**config.mk**
```make
export PLATFORM = sky130hd
export DESIGN_NAME = port_d_e_alt_function_override
export DESIGN_NICKNAME = d
export VERILOG_FILES = /design/src/pin_override_pkg.sv /design/src/spike_filter.sv /design/src/port_d_e_alt_function_override.sv
export SDC_FILE = /design/constraint.sdc
export NUM_CORES = 1
export LEC_CHECK = 0
export BUFFER_PORTS_ARGS = -buffer_cell sky130_fd_sc_hd__buf_2
export CORE_MARGIN = 10
export CORE_UTILIZATION = 24
export CTS_CLUSTER_DIAMETER = 80
export DETAILED_ROUTE_END_ITERATION = 8
export PLACE_DENSITY_LB_ADDON = 0.3
export SYNTH_ARGS = -nofsm -noshare
export SYNTH_HDL_FRONTEND = slang
export SYNTH_SLANG_ARGS = --single-unit
```
**constraint.sdc**
```tcl
create_clock -name clk_sys -period 2.7 [get_ports clk_sys]
set_clock_uncertainty 0.05 [all_clocks]
set_input_delay 0.675 -clock clk_sys [delete_from_list [all_inputs] [get_ports clk_sys]]
set_output_delay 0.675 -clock clk_sys [all_outputs]
set_load 0.005 [all_outputs]
```
**src/pin_override_pkg.sv**
```systemverilog
// constants for the port d / port e alternate function override block
package pin_override_pkg;
   localparam int unsigned CLK_PERIOD_NS    = 10;
   localparam int unsigned SPIKE_WIDTH_NS   = 50;
   // spike shorter than this is dropped; a pulse must persist this many cycles
   localparam int unsigned SPIKE_CYCLES     = (SPIKE_WIDTH_NS + CLK_PERIOD_NS - 1) / CLK_PERIOD_NS;
   localparam int unsigned SPIKE_CNT_W      = 3;
   localparam int unsigned PORT_W           = 8;
   // port d bit positions
   localparam int unsigned PD_SCL           = 0;
   localparam int unsigned PD_SDA           = 1;
   localparam int unsigned PD_RX1           = 2;
   localparam int unsigned PD_TX1           = 3;
   localparam int unsigned PD_CAP1          = 4;
   localparam int unsigned PD_SERIAL1_EXT_CLOCK          = 5;
   localparam int unsigned PD_T1            = 6;
   localparam int unsigned PD_T0            = 7;
   // port e bit positions
   localparam int unsigned PE_SERIAL0_EXT_CLOCK          = 2;
   localparam int unsigned PE_TIMER3_COMPARE_A_OUT          = 3;
   localparam int unsigned PE_TIMER3_COMPARE_B_OUT          = 4;
   localparam int unsigned PE_TIMER3_COMPARE_C_OUT          = 5;
   localparam int unsigned PE_T3            = 6;
   localparam int unsigned PE_DIVIDED_CLOCK_PIN          = 7;
   localparam logic [SPIKE_CNT_W-1:0] SPIKE_CNT_RESET = 3'h0;
   localparam logic [SPIKE_CNT_W-1:0] SPIKE_LIMIT =
      SPIKE_CNT_W'(SPIKE_CYCLES);
   localparam logic [7:0] PORT_RESET        = 8'h00;
endpackage

```
**src/spike_filter.sv**
```systemverilog
// glitch filter: output follows input only after it holds steady long enough
`timescale 1ns/1ps
module spike_filter
   import pin_override_pkg::*;
(
   // clock and reset
   input  wire logic clk_sys,
   input  wire logic rst_n,
   // filter path
   input  wire logic raw_in,
   output logic      filt_out
);
   logic [SPIKE_CNT_W-1:0] cnt;
   logic [SPIKE_CNT_W-1:0] next_cnt;
   logic                   next_filt_out;

   // count cycles the input differs from the output
   always_comb begin
      next_cnt      = SPIKE_CNT_RESET;
      next_filt_out = filt_out;
      if (raw_in != filt_out) begin
         if (cnt + 3'h1 >= SPIKE_LIMIT) begin
            next_filt_out = raw_in;
         end else begin
            next_cnt = cnt + 3'h1;
         end
      end
   end

   // state registers; idle level of the bus is high
   always_ff @(posedge clk_sys) begin
      if (!rst_n) begin
         cnt      <= SPIKE_CNT_RESET;
         filt_out <= 1'b1;
      end else begin
         cnt      <= next_cnt;
         filt_out <= next_filt_out;
      end
   end
endmodule

```
**src/port_d_e_alt_function_override.sv**
```systemverilog
// alternate function override for port d bits 7:0 and port e bits 7:2
// Operation
// - two-wire enable hands port d bit 0 to the two-wire clock line
// - two-wire clock input filtered of spikes under 50 ns, driven open-drain
// - two-wire enable turns on slew control on bits 0, 1; filtered inputs
// - port d bits 2..0 pull-up override equals port bit and pull-up term
// - port d bits 3..0 input enable overridden by irq enable, forced one
// - port d bits 7..4 feed timer0, timer1, serial1 clock, timer1 capture
// - serial1 clock output enable forces bit 5 output driven by that clock
// - clock-out fuse drives divided clock on port e bit 7 overriding port
// - divided clock also appears on port e bit 7 during reset
// - port e bits 5..3 carry timer3 compare and pwm waveforms
// - port e bit 2 direction selects serial0 clock output or input
// - serial0 clock on port e bit 2 only in synchronous mode
// - port e bit 7 feeds timer3 capture, bit 6 timer3 count
// - port e bits 7..4 external irq, enable overrides input enable
// - port d bit 0 feeds external interrupt 0
// - serial1 transmitter forces port d bit 3 output with transmit data
// - serial1 receiver forces port d bit 2 input, port bit keeps pull-up
`timescale 1ns/1ps
module port_d_e_alt_function_override
   import pin_override_pkg::*;
(
   // clock and reset
   input  wire logic              clk_sys,
   input  wire logic              rst_n,
   // general-purpose port registers
   input  wire logic [PORT_W-1:0] portd_out,
   input  wire logic [PORT_W-1:0] portd_dir,
   input  wire logic [PORT_W-1:0] porte_out,
   input  wire logic [PORT_W-1:0] porte_dir,
   input  wire logic              pullup_global_disable,
   // pad inputs
   input  wire logic [PORT_W-1:0] portd_pad_in,
   input  wire logic [PORT_W-1:0] porte_pad_in,
   // two-wire interface
   input  wire logic              two_wire_enable,
   input  wire logic              two_wire_scl_drive_low,
   input  wire logic              two_wire_sda_drive_low,
   output logic                   two_wire_scl_in,
   output logic                   two_wire_sda_in,
   // serial ports
   input  wire logic              serial1_tx_enable,
   input  wire logic              serial1_rx_enable,
   input  wire logic              serial1_tx_line,
   input  wire logic              serial1_clk_out_enable,
   input  wire logic              serial1_clk_out,
   input  wire logic              serial0_sync_mode,
   input  wire logic              serial0_clk_out,
   output logic                   serial1_rx_line,
   output logic                   serial1_ext_clock,
   output logic                   serial0_ext_clock,
   // timers
   input  wire logic              timer3_compare_a_en,
   input  wire logic              timer3_compare_b_en,
   input  wire logic              timer3_compare_c_en,
   input  wire logic              timer3_compare_a_out,
   input  wire logic              timer3_compare_b_out,
   input  wire logic              timer3_compare_c_out,
   output logic                   timer0_count_in,
   output logic                   timer1_count_in,
   output logic                   timer1_capture_in,
   output logic                   timer3_count_in,
   output logic                   timer3_capture_in,
   // external interrupts: bits 3:0 and 7:4
   input  wire logic [PORT_W-1:0] ext_irq_enable,
   output logic [PORT_W-1:0]      ext_irq_in,
   // divided clock
   input  wire logic              clock_out_fuse,
   input  wire logic              divided_clock,
   // resolved pad controls
   output logic [PORT_W-1:0]      portd_pullup,
   output logic [PORT_W-1:0]      portd_oe,
   output logic [PORT_W-1:0]      portd_pad_out,
   output logic [PORT_W-1:0]      portd_in_enable,
   output logic                   portd_slew_limit,
   output logic [PORT_W-1:0]      porte_pullup,
   output logic [PORT_W-1:0]      porte_oe,
   output logic [PORT_W-1:0]      porte_pad_out,
   output logic [PORT_W-1:0]      porte_in_enable
);
   // override signal sets, per pin
   logic [PORT_W-1:0] d_pullup_override_en, d_pullup_override_val, d_direction_override_en, d_direction_override_val, d_pin_value_override_en, d_pin_value_override_val, d_input_enable_override_en;
   logic [PORT_W-1:0] e_pullup_override_en, e_pullup_override_val, e_direction_override_en, e_direction_override_val, e_pin_value_override_en, e_pin_value_override_val, e_input_enable_override_en;
   logic [PORT_W-1:0] next_portd_pullup, next_portd_oe, next_portd_pad_out;
   logic [PORT_W-1:0] next_porte_pullup, next_porte_oe, next_porte_pad_out;
   logic [PORT_W-1:0] next_portd_in_enable, next_porte_in_enable;
   logic              scl_filt, sda_filt;
   logic              next_divided_clock_pin;

   // pick override value while enabled, else port register value
   function automatic logic pick(input logic en, input logic ov, input logic normal);
      pick = en ? ov : normal;
   endfunction

   // spike filters on the two-wire inputs
   spike_filter u_scl_filter (
      .clk_sys  (clk_sys),
      .rst_n    (rst_n),
      .raw_in   (portd_pad_in[PD_SCL]),
      .filt_out (scl_filt)
   );
   spike_filter u_sda_filter (
      .clk_sys  (clk_sys),
      .rst_n    (rst_n),
      .raw_in   (portd_pad_in[PD_SDA]),
      .filt_out (sda_filt)
   );

   // port d override table
   always_comb begin
      d_pullup_override_en  = PORT_RESET;
      d_pullup_override_val  = PORT_RESET;
      d_direction_override_en  = PORT_RESET;
      d_direction_override_val  = PORT_RESET;
      d_pin_value_override_en  = PORT_RESET;
      d_pin_value_override_val  = PORT_RESET;
      d_input_enable_override_en = PORT_RESET;
      // two-wire clock and data, open-drain: drive low via direction only
      d_pullup_override_en[PD_SCL] = two_wire_enable;
      d_direction_override_en[PD_SCL] = two_wire_enable;
      d_pin_value_override_en[PD_SCL] = two_wire_enable;
      d_direction_override_val[PD_SCL] = two_wire_scl_drive_low;
      d_pullup_override_en[PD_SDA] = two_wire_enable;
      d_direction_override_en[PD_SDA] = two_wire_enable;
      d_pin_value_override_en[PD_SDA] = two_wire_enable;
      d_direction_override_val[PD_SDA] = two_wire_sda_drive_low;
      // serial1 receiver forces input, port bit keeps pull-up
      d_pullup_override_en[PD_RX1] = serial1_rx_enable;
      d_direction_override_en[PD_RX1] = serial1_rx_enable;
      // pull-up override for bits 2..0 (pullup term is active-high enable)
      for (int i = 0; i <= PD_RX1; i++) begin
         d_pullup_override_val[i] = portd_out[i] & ~pullup_global_disable;
      end
      // serial1 transmitter
      d_pullup_override_en[PD_TX1] = serial1_tx_enable;
      d_direction_override_en[PD_TX1] = serial1_tx_enable;
      d_direction_override_val[PD_TX1] = 1'b1;
      d_pin_value_override_en[PD_TX1] = serial1_tx_enable;
      d_pin_value_override_val[PD_TX1] = serial1_tx_line;
      // serial1 clock output
      d_direction_override_en[PD_SERIAL1_EXT_CLOCK] = serial1_clk_out_enable;
      d_direction_override_val[PD_SERIAL1_EXT_CLOCK] = 1'b1;
      d_pin_value_override_en[PD_SERIAL1_EXT_CLOCK] = serial1_clk_out_enable;
      d_pin_value_override_val[PD_SERIAL1_EXT_CLOCK] = serial1_clk_out;
      // external interrupt 3..0 input enable
      d_input_enable_override_en[3:0] = ext_irq_enable[3:0];
   end

   // port e override table
   always_comb begin
      e_pullup_override_en  = PORT_RESET;
      e_pullup_override_val  = PORT_RESET;
      e_direction_override_en  = PORT_RESET;
      e_direction_override_val  = PORT_RESET;
      e_pin_value_override_en  = PORT_RESET;
      e_pin_value_override_val  = PORT_RESET;
      e_input_enable_override_en = PORT_RESET;
      // compare/pwm outputs; direction left to software
      e_pin_value_override_en[PE_TIMER3_COMPARE_A_OUT] = timer3_compare_a_en;
      e_pin_value_override_val[PE_TIMER3_COMPARE_A_OUT] = timer3_compare_a_out;
      e_pin_value_override_en[PE_TIMER3_COMPARE_B_OUT] = timer3_compare_b_en;
      e_pin_value_override_val[PE_TIMER3_COMPARE_B_OUT] = timer3_compare_b_out;
      e_pin_value_override_en[PE_TIMER3_COMPARE_C_OUT] = timer3_compare_c_en;
      e_pin_value_override_val[PE_TIMER3_COMPARE_C_OUT] = timer3_compare_c_out;
      // serial0 clock output when direction set and synchronous
      e_direction_override_en[PE_SERIAL0_EXT_CLOCK] = serial0_sync_mode & porte_dir[PE_SERIAL0_EXT_CLOCK];
      e_direction_override_val[PE_SERIAL0_EXT_CLOCK] = 1'b1;
      e_pin_value_override_en[PE_SERIAL0_EXT_CLOCK] = serial0_sync_mode & porte_dir[PE_SERIAL0_EXT_CLOCK];
      e_pin_value_override_val[PE_SERIAL0_EXT_CLOCK] = serial0_clk_out;
      // divided clock on bit 7, also during reset
      e_direction_override_en[PE_DIVIDED_CLOCK_PIN] = clock_out_fuse | ~rst_n;
      e_direction_override_val[PE_DIVIDED_CLOCK_PIN] = 1'b1;
      e_pin_value_override_en[PE_DIVIDED_CLOCK_PIN] = clock_out_fuse | ~rst_n;
      e_pin_value_override_val[PE_DIVIDED_CLOCK_PIN] = divided_clock;
      // external interrupts 7..4
      e_input_enable_override_en[7:4] = ext_irq_enable[7:4];
   end

   // resolve each pin attribute
   always_comb begin
      for (int i = 0; i < PORT_W; i++) begin
         next_portd_pullup[i]    = pick(d_pullup_override_en[i], d_pullup_override_val[i],
                                        portd_out[i] & ~portd_dir[i] & ~pullup_global_disable);
         next_portd_oe[i]        = pick(d_direction_override_en[i], d_direction_override_val[i], portd_dir[i]);
         next_portd_pad_out[i]   = pick(d_pin_value_override_en[i], d_pin_value_override_val[i], portd_out[i]);
         next_portd_in_enable[i] = pick(d_input_enable_override_en[i], 1'b1, 1'b1);
         next_porte_pullup[i]    = pick(e_pullup_override_en[i], e_pullup_override_val[i],
                                        porte_out[i] & ~porte_dir[i] & ~pullup_global_disable);
         next_porte_oe[i]        = pick(e_direction_override_en[i], e_direction_override_val[i], porte_dir[i]);
         next_porte_pad_out[i]   = pick(e_pin_value_override_en[i], e_pin_value_override_val[i], porte_out[i]);
         next_porte_in_enable[i] = pick(e_input_enable_override_en[i], 1'b1, 1'b1);
      end
   end

   // bit 7 clock path bypasses registers so reset shows the clock
   assign next_divided_clock_pin = e_pin_value_override_en[PE_DIVIDED_CLOCK_PIN];

   // registered pad controls; bit 7 of port e stays combinational for the clock
   always_ff @(posedge clk_sys) begin
      if (!rst_n) begin
         portd_pullup    <= PORT_RESET;
         portd_oe        <= PORT_RESET;
         portd_pad_out   <= PORT_RESET;
         portd_in_enable <= 8'hff;
         porte_pullup    <= PORT_RESET;
         porte_in_enable <= 8'hff;
      end else begin
         portd_pullup    <= next_portd_pullup;
         portd_oe        <= next_portd_oe;
         portd_pad_out   <= next_portd_pad_out;
         portd_in_enable <= next_portd_in_enable;
         porte_pullup    <= next_porte_pullup;
         porte_in_enable <= next_porte_in_enable;
      end
   end

   // port e drive: bit 7 carries divided clock directly, others registered
   logic [PORT_W-2:0] porte_oe_q, porte_out_q;
   always_ff @(posedge clk_sys) begin
      if (!rst_n) begin
         porte_oe_q  <= 7'h00;
         porte_out_q <= 7'h00;
      end else begin
         porte_oe_q  <= next_porte_oe[PORT_W-2:0];
         porte_out_q <= next_porte_pad_out[PORT_W-2:0];
      end
   end
   assign porte_oe      = {next_divided_clock_pin | porte_dir[PE_DIVIDED_CLOCK_PIN] & rst_n, porte_oe_q};
   assign porte_pad_out = {next_porte_pad_out[PE_DIVIDED_CLOCK_PIN] & rst_n | next_divided_clock_pin & divided_clock,
                           porte_out_q};

   // slew control while two-wire active
   assign portd_slew_limit = two_wire_enable;

   // peripheral inputs
   assign two_wire_scl_in   = two_wire_enable ? scl_filt : 1'b1;
   assign two_wire_sda_in   = two_wire_enable ? sda_filt : 1'b1;
   assign ext_irq_in        = {porte_pad_in[7:4], portd_pad_in[3:0]};
   assign serial1_rx_line   = portd_pad_in[PD_RX1];
   assign timer0_count_in   = portd_pad_in[PD_T0];
   assign timer1_count_in   = portd_pad_in[PD_T1];
   assign serial1_ext_clock = portd_pad_in[PD_SERIAL1_EXT_CLOCK];
   assign timer1_capture_in = portd_pad_in[PD_CAP1];
   assign serial0_ext_clock = serial0_sync_mode & porte_pad_in[PE_SERIAL0_EXT_CLOCK];
   assign timer3_count_in   = porte_pad_in[PE_T3];
   assign timer3_capture_in = porte_pad_in[PE_DIVIDED_CLOCK_PIN];
endmodule

```
==> flow_metrics.tcl <==
set metrics [dict create \
    hold_viol 0 \
    grt_max_degree 37 \
    critPathKind "in -> out" \
    num_rows 34 \
    initial_core_util 0.244 \
    fin_util 0.310 \
    cts_sinks 54 \
    drive_gt1_frac 0.474 \
    track_usage 0.0822 \
    cp_slowest_cell "mux2_2" \
    finalSetupViolCount 0 \
    cap_violations 0 \
    syn_inst 189 \
    hp-start "u_scl_filter.cnt[0]$_SDFF_PP0_" \
    diodes 0 \
    dr_total_vias 1504 \
    area_growth_pct 27.0 \
    antenna_found_initial 0 \
    cp-end-kind "primary output" \
    placed_area_um2 2560 \
    routed_wl_um 5540 \
    reg2reg_depth 5 \
    whs_ns 0.419 \
    final_nets 365 \
    worst_path_largest_cell_delay_ns 0.34 \
    cts_made_buffers 5 \
    path_cells "buf_2 -> nand2b_1 -> mux2_2 -> buf_2" \
    post-cts-setup-buffer-count 0 \
    cts_root_buf "clkbuf_8" \
    startpoint_type "input pin" \
    final_common_cell "buf_2" \
    power-per-cell-area_nw_per_um2 565 \
    grt_pass1_wl_um 8520 \
    worstReg2RegEnd "u_scl_filter.filt_out$_SDFFE_PN1P_" \
    n_fill_cell 931 \
    cts.repair.resized 0 \
    insertion_delay_ns 0.30 \
    coreArea_um2 8590 \
    path_max_fanout 2 \
    hpwl_um 4540 \
    portBuffers 109 \
    cts_tree "done" \
    grt_pass1_vias 1676 \
    avgSynthCellArea_um2 11.1 \
    synth_seq_cells 54 \
    drc 0 \
    min_path_cells 1 \
    path_clk_slew_ns 0.10 \
    synthDistinctLibCells 30 \
    final_cell_mix "buf_2 (109), dfxtp_1 (54), and2_1 (19), conb_1 (16), nor3b_2 (12)" \
    detail_route.iter0.violations 53 \
    fin_crit_sh 0.762 \
    drv_slew 0 \
    r2r_slack_ns 1.32 \
    ant_nets 0 \
    setup_ws_ns 0.642 \
    fp.dieW_um 113 \
    holdBufCountCts 0 \
    clock_path_buffers 2 \
    rsz0062_at_grt "false" \
    place_ws_ns 0.646 \
    ys_seq_area_frac 0.516 \
    gp_congestion 0.712 \
    critPathMostFrequentCell "buf_2" \
    fin_crit_ns 2.06 \
    crit_family "multiplexers" \
    fin_area_um2 2660 \
    syn_area_um2 2100 \
    avgViaCountPerCell 3.83 \
    wl_per_cell_um 14.1 \
    fp.dieH_um 113 \
    grt-ovfl-total 0 \
    min_path_type "reg -> reg" \
    status "finished, final reports clean" \
    cp.arrival_ns 1.33 \
    drt_first_pass_iters 3 \
    ios 160 \
    reg2reg_from "u_scl_filter.cnt[0]$_SDFF_PP0_" \
    dieArea_um2 12900 \
    yosys_warnings 0 \
    p_leak_nw 1.31 \
    tns_ns 0 \
    hold_end "u_scl_filter.cnt[0]$_SDFF_PP0_" \
    path_buf_inv 2 \
    ctsHtreeMaxLevel 2 \
    irDropWorstVdd_mv 0.195 \
    fmax_mhz 486 \
    required_ns 1.98 \
]
==> through the flow <==
step                std cells  power, mW
global placement          385       1.03
finish                    393       1.51
global route              393       1.59
CTS                       393       1.54
detailed placement        385       1.04
floorplan                 204      0.973
==> worst reg2reg max path: cells and delay by family, from the launching register on <==
family          cells  cell delay (ns)
compound gates      2             0.22
fa+ha+maj           1             0.31
flops               1             0.38
simple gates        1             0.27
buf+inv             1             0.06
==> where the power goes <==
part	switching, mW	internal, mW	total (mW)
registers	0.0101	0.832	0.842
logic	0.0840	0.0894	0.173
clock network	0.278	0.212	0.490
==> registers in the layout, indices dropped and copies added (netlist names) <==
name / cells
portd_oe: 8
portd_pad_out: 8
portd_pullup: 8
porte_pullup: 8
porte_oe_q: 7
porte_out_q: 7
u_scl_filter.cnt: 3
u_sda_filter.cnt: 3
u_scl_filter.filt_out: 1
u_sda_filter.filt_out: 1
==> area by class of cell <==
cell class                 count  area, µm²  share of cell area
inverter                       8       30.0              0.0113
tap                          108        135              0.0508
clock buffer                   6       82.6              0.0310
timing repair buffer         110        553               0.208
clock inverter                 2       16.3             0.00611
sequential                    54       1080               0.406
multi-input combinational    105        764               0.287
==> logic make-up (layout without fill, tap and decap cells) <==
logic type / Yosys count / count (layout) / share of synthesized area
AOI/OAI and AO/OA: 11 / 11 / 0.0430
adders and majority gates: 4 / 4 / 0.0239
xor gates and xnor gates: 4 / 4 / 0.0167
other: 1 / 16 / 0.00179
and+or+nand+nor: 64 / 64 / 0.223
buffers and inverters: 45 / 126 / 0.146
DFF: 54 / 54 / 0.516
muxes: 6 / 6 / 0.0293
==> how the worst max path moves through the flow <==
stage           from          endpoint  cells after the start
6_report       rst_n  porte_pad_out[7]                      4
5_1_grt        rst_n  porte_pad_out[7]                      4
4_1_cts        rst_n  porte_pad_out[7]                      4
3_5_place_dp   rst_n  porte_pad_out[7]                      4
3_3_place_gp   rst_n  porte_pad_out[7]                      4
2_1_floorplan  rst_n  porte_pad_out[7]                      3
==> cells in the mapped netlist, drive strengths merged <==
cell	number	area, µm²
mux2	1	11.3
or2	1	6.26
clkbuf	1	3.75
nand2b	6	45.0
ha	4	50.1
conb	1	3.75
and2	19	119
nor4b	1	8.76
a21boi	3	22.5
nor2	6	22.5
and3	2	12.5
o211ai	2	25.0
nor2b	7	43.8
o21a	2	15.0
o21ai	2	10.0
mux2i	5	50.1
buf	36	273
and3b	2	17.5
inv	8	30.0
dfxtp	54	1080
nor3b	15	173
xnor2	2	17.5
nand3	1	5.00
nand2	4	15.0
xor2	2	17.5
o311ai	2	17.5
==> metal layers <==
metal / part of all wire / up-vias / global-route usage
met4: 0.011 / 0 / 0.0279
met5: 0 / - / 0
met2: 0.42 / 92 / 0.127
met3: 0.13 / 6 / 0.0420
li1: - / 742 / -
met1: 0.44 / 664 / 0.0960
Note: power is estimated with default switching activity, not from simulation.
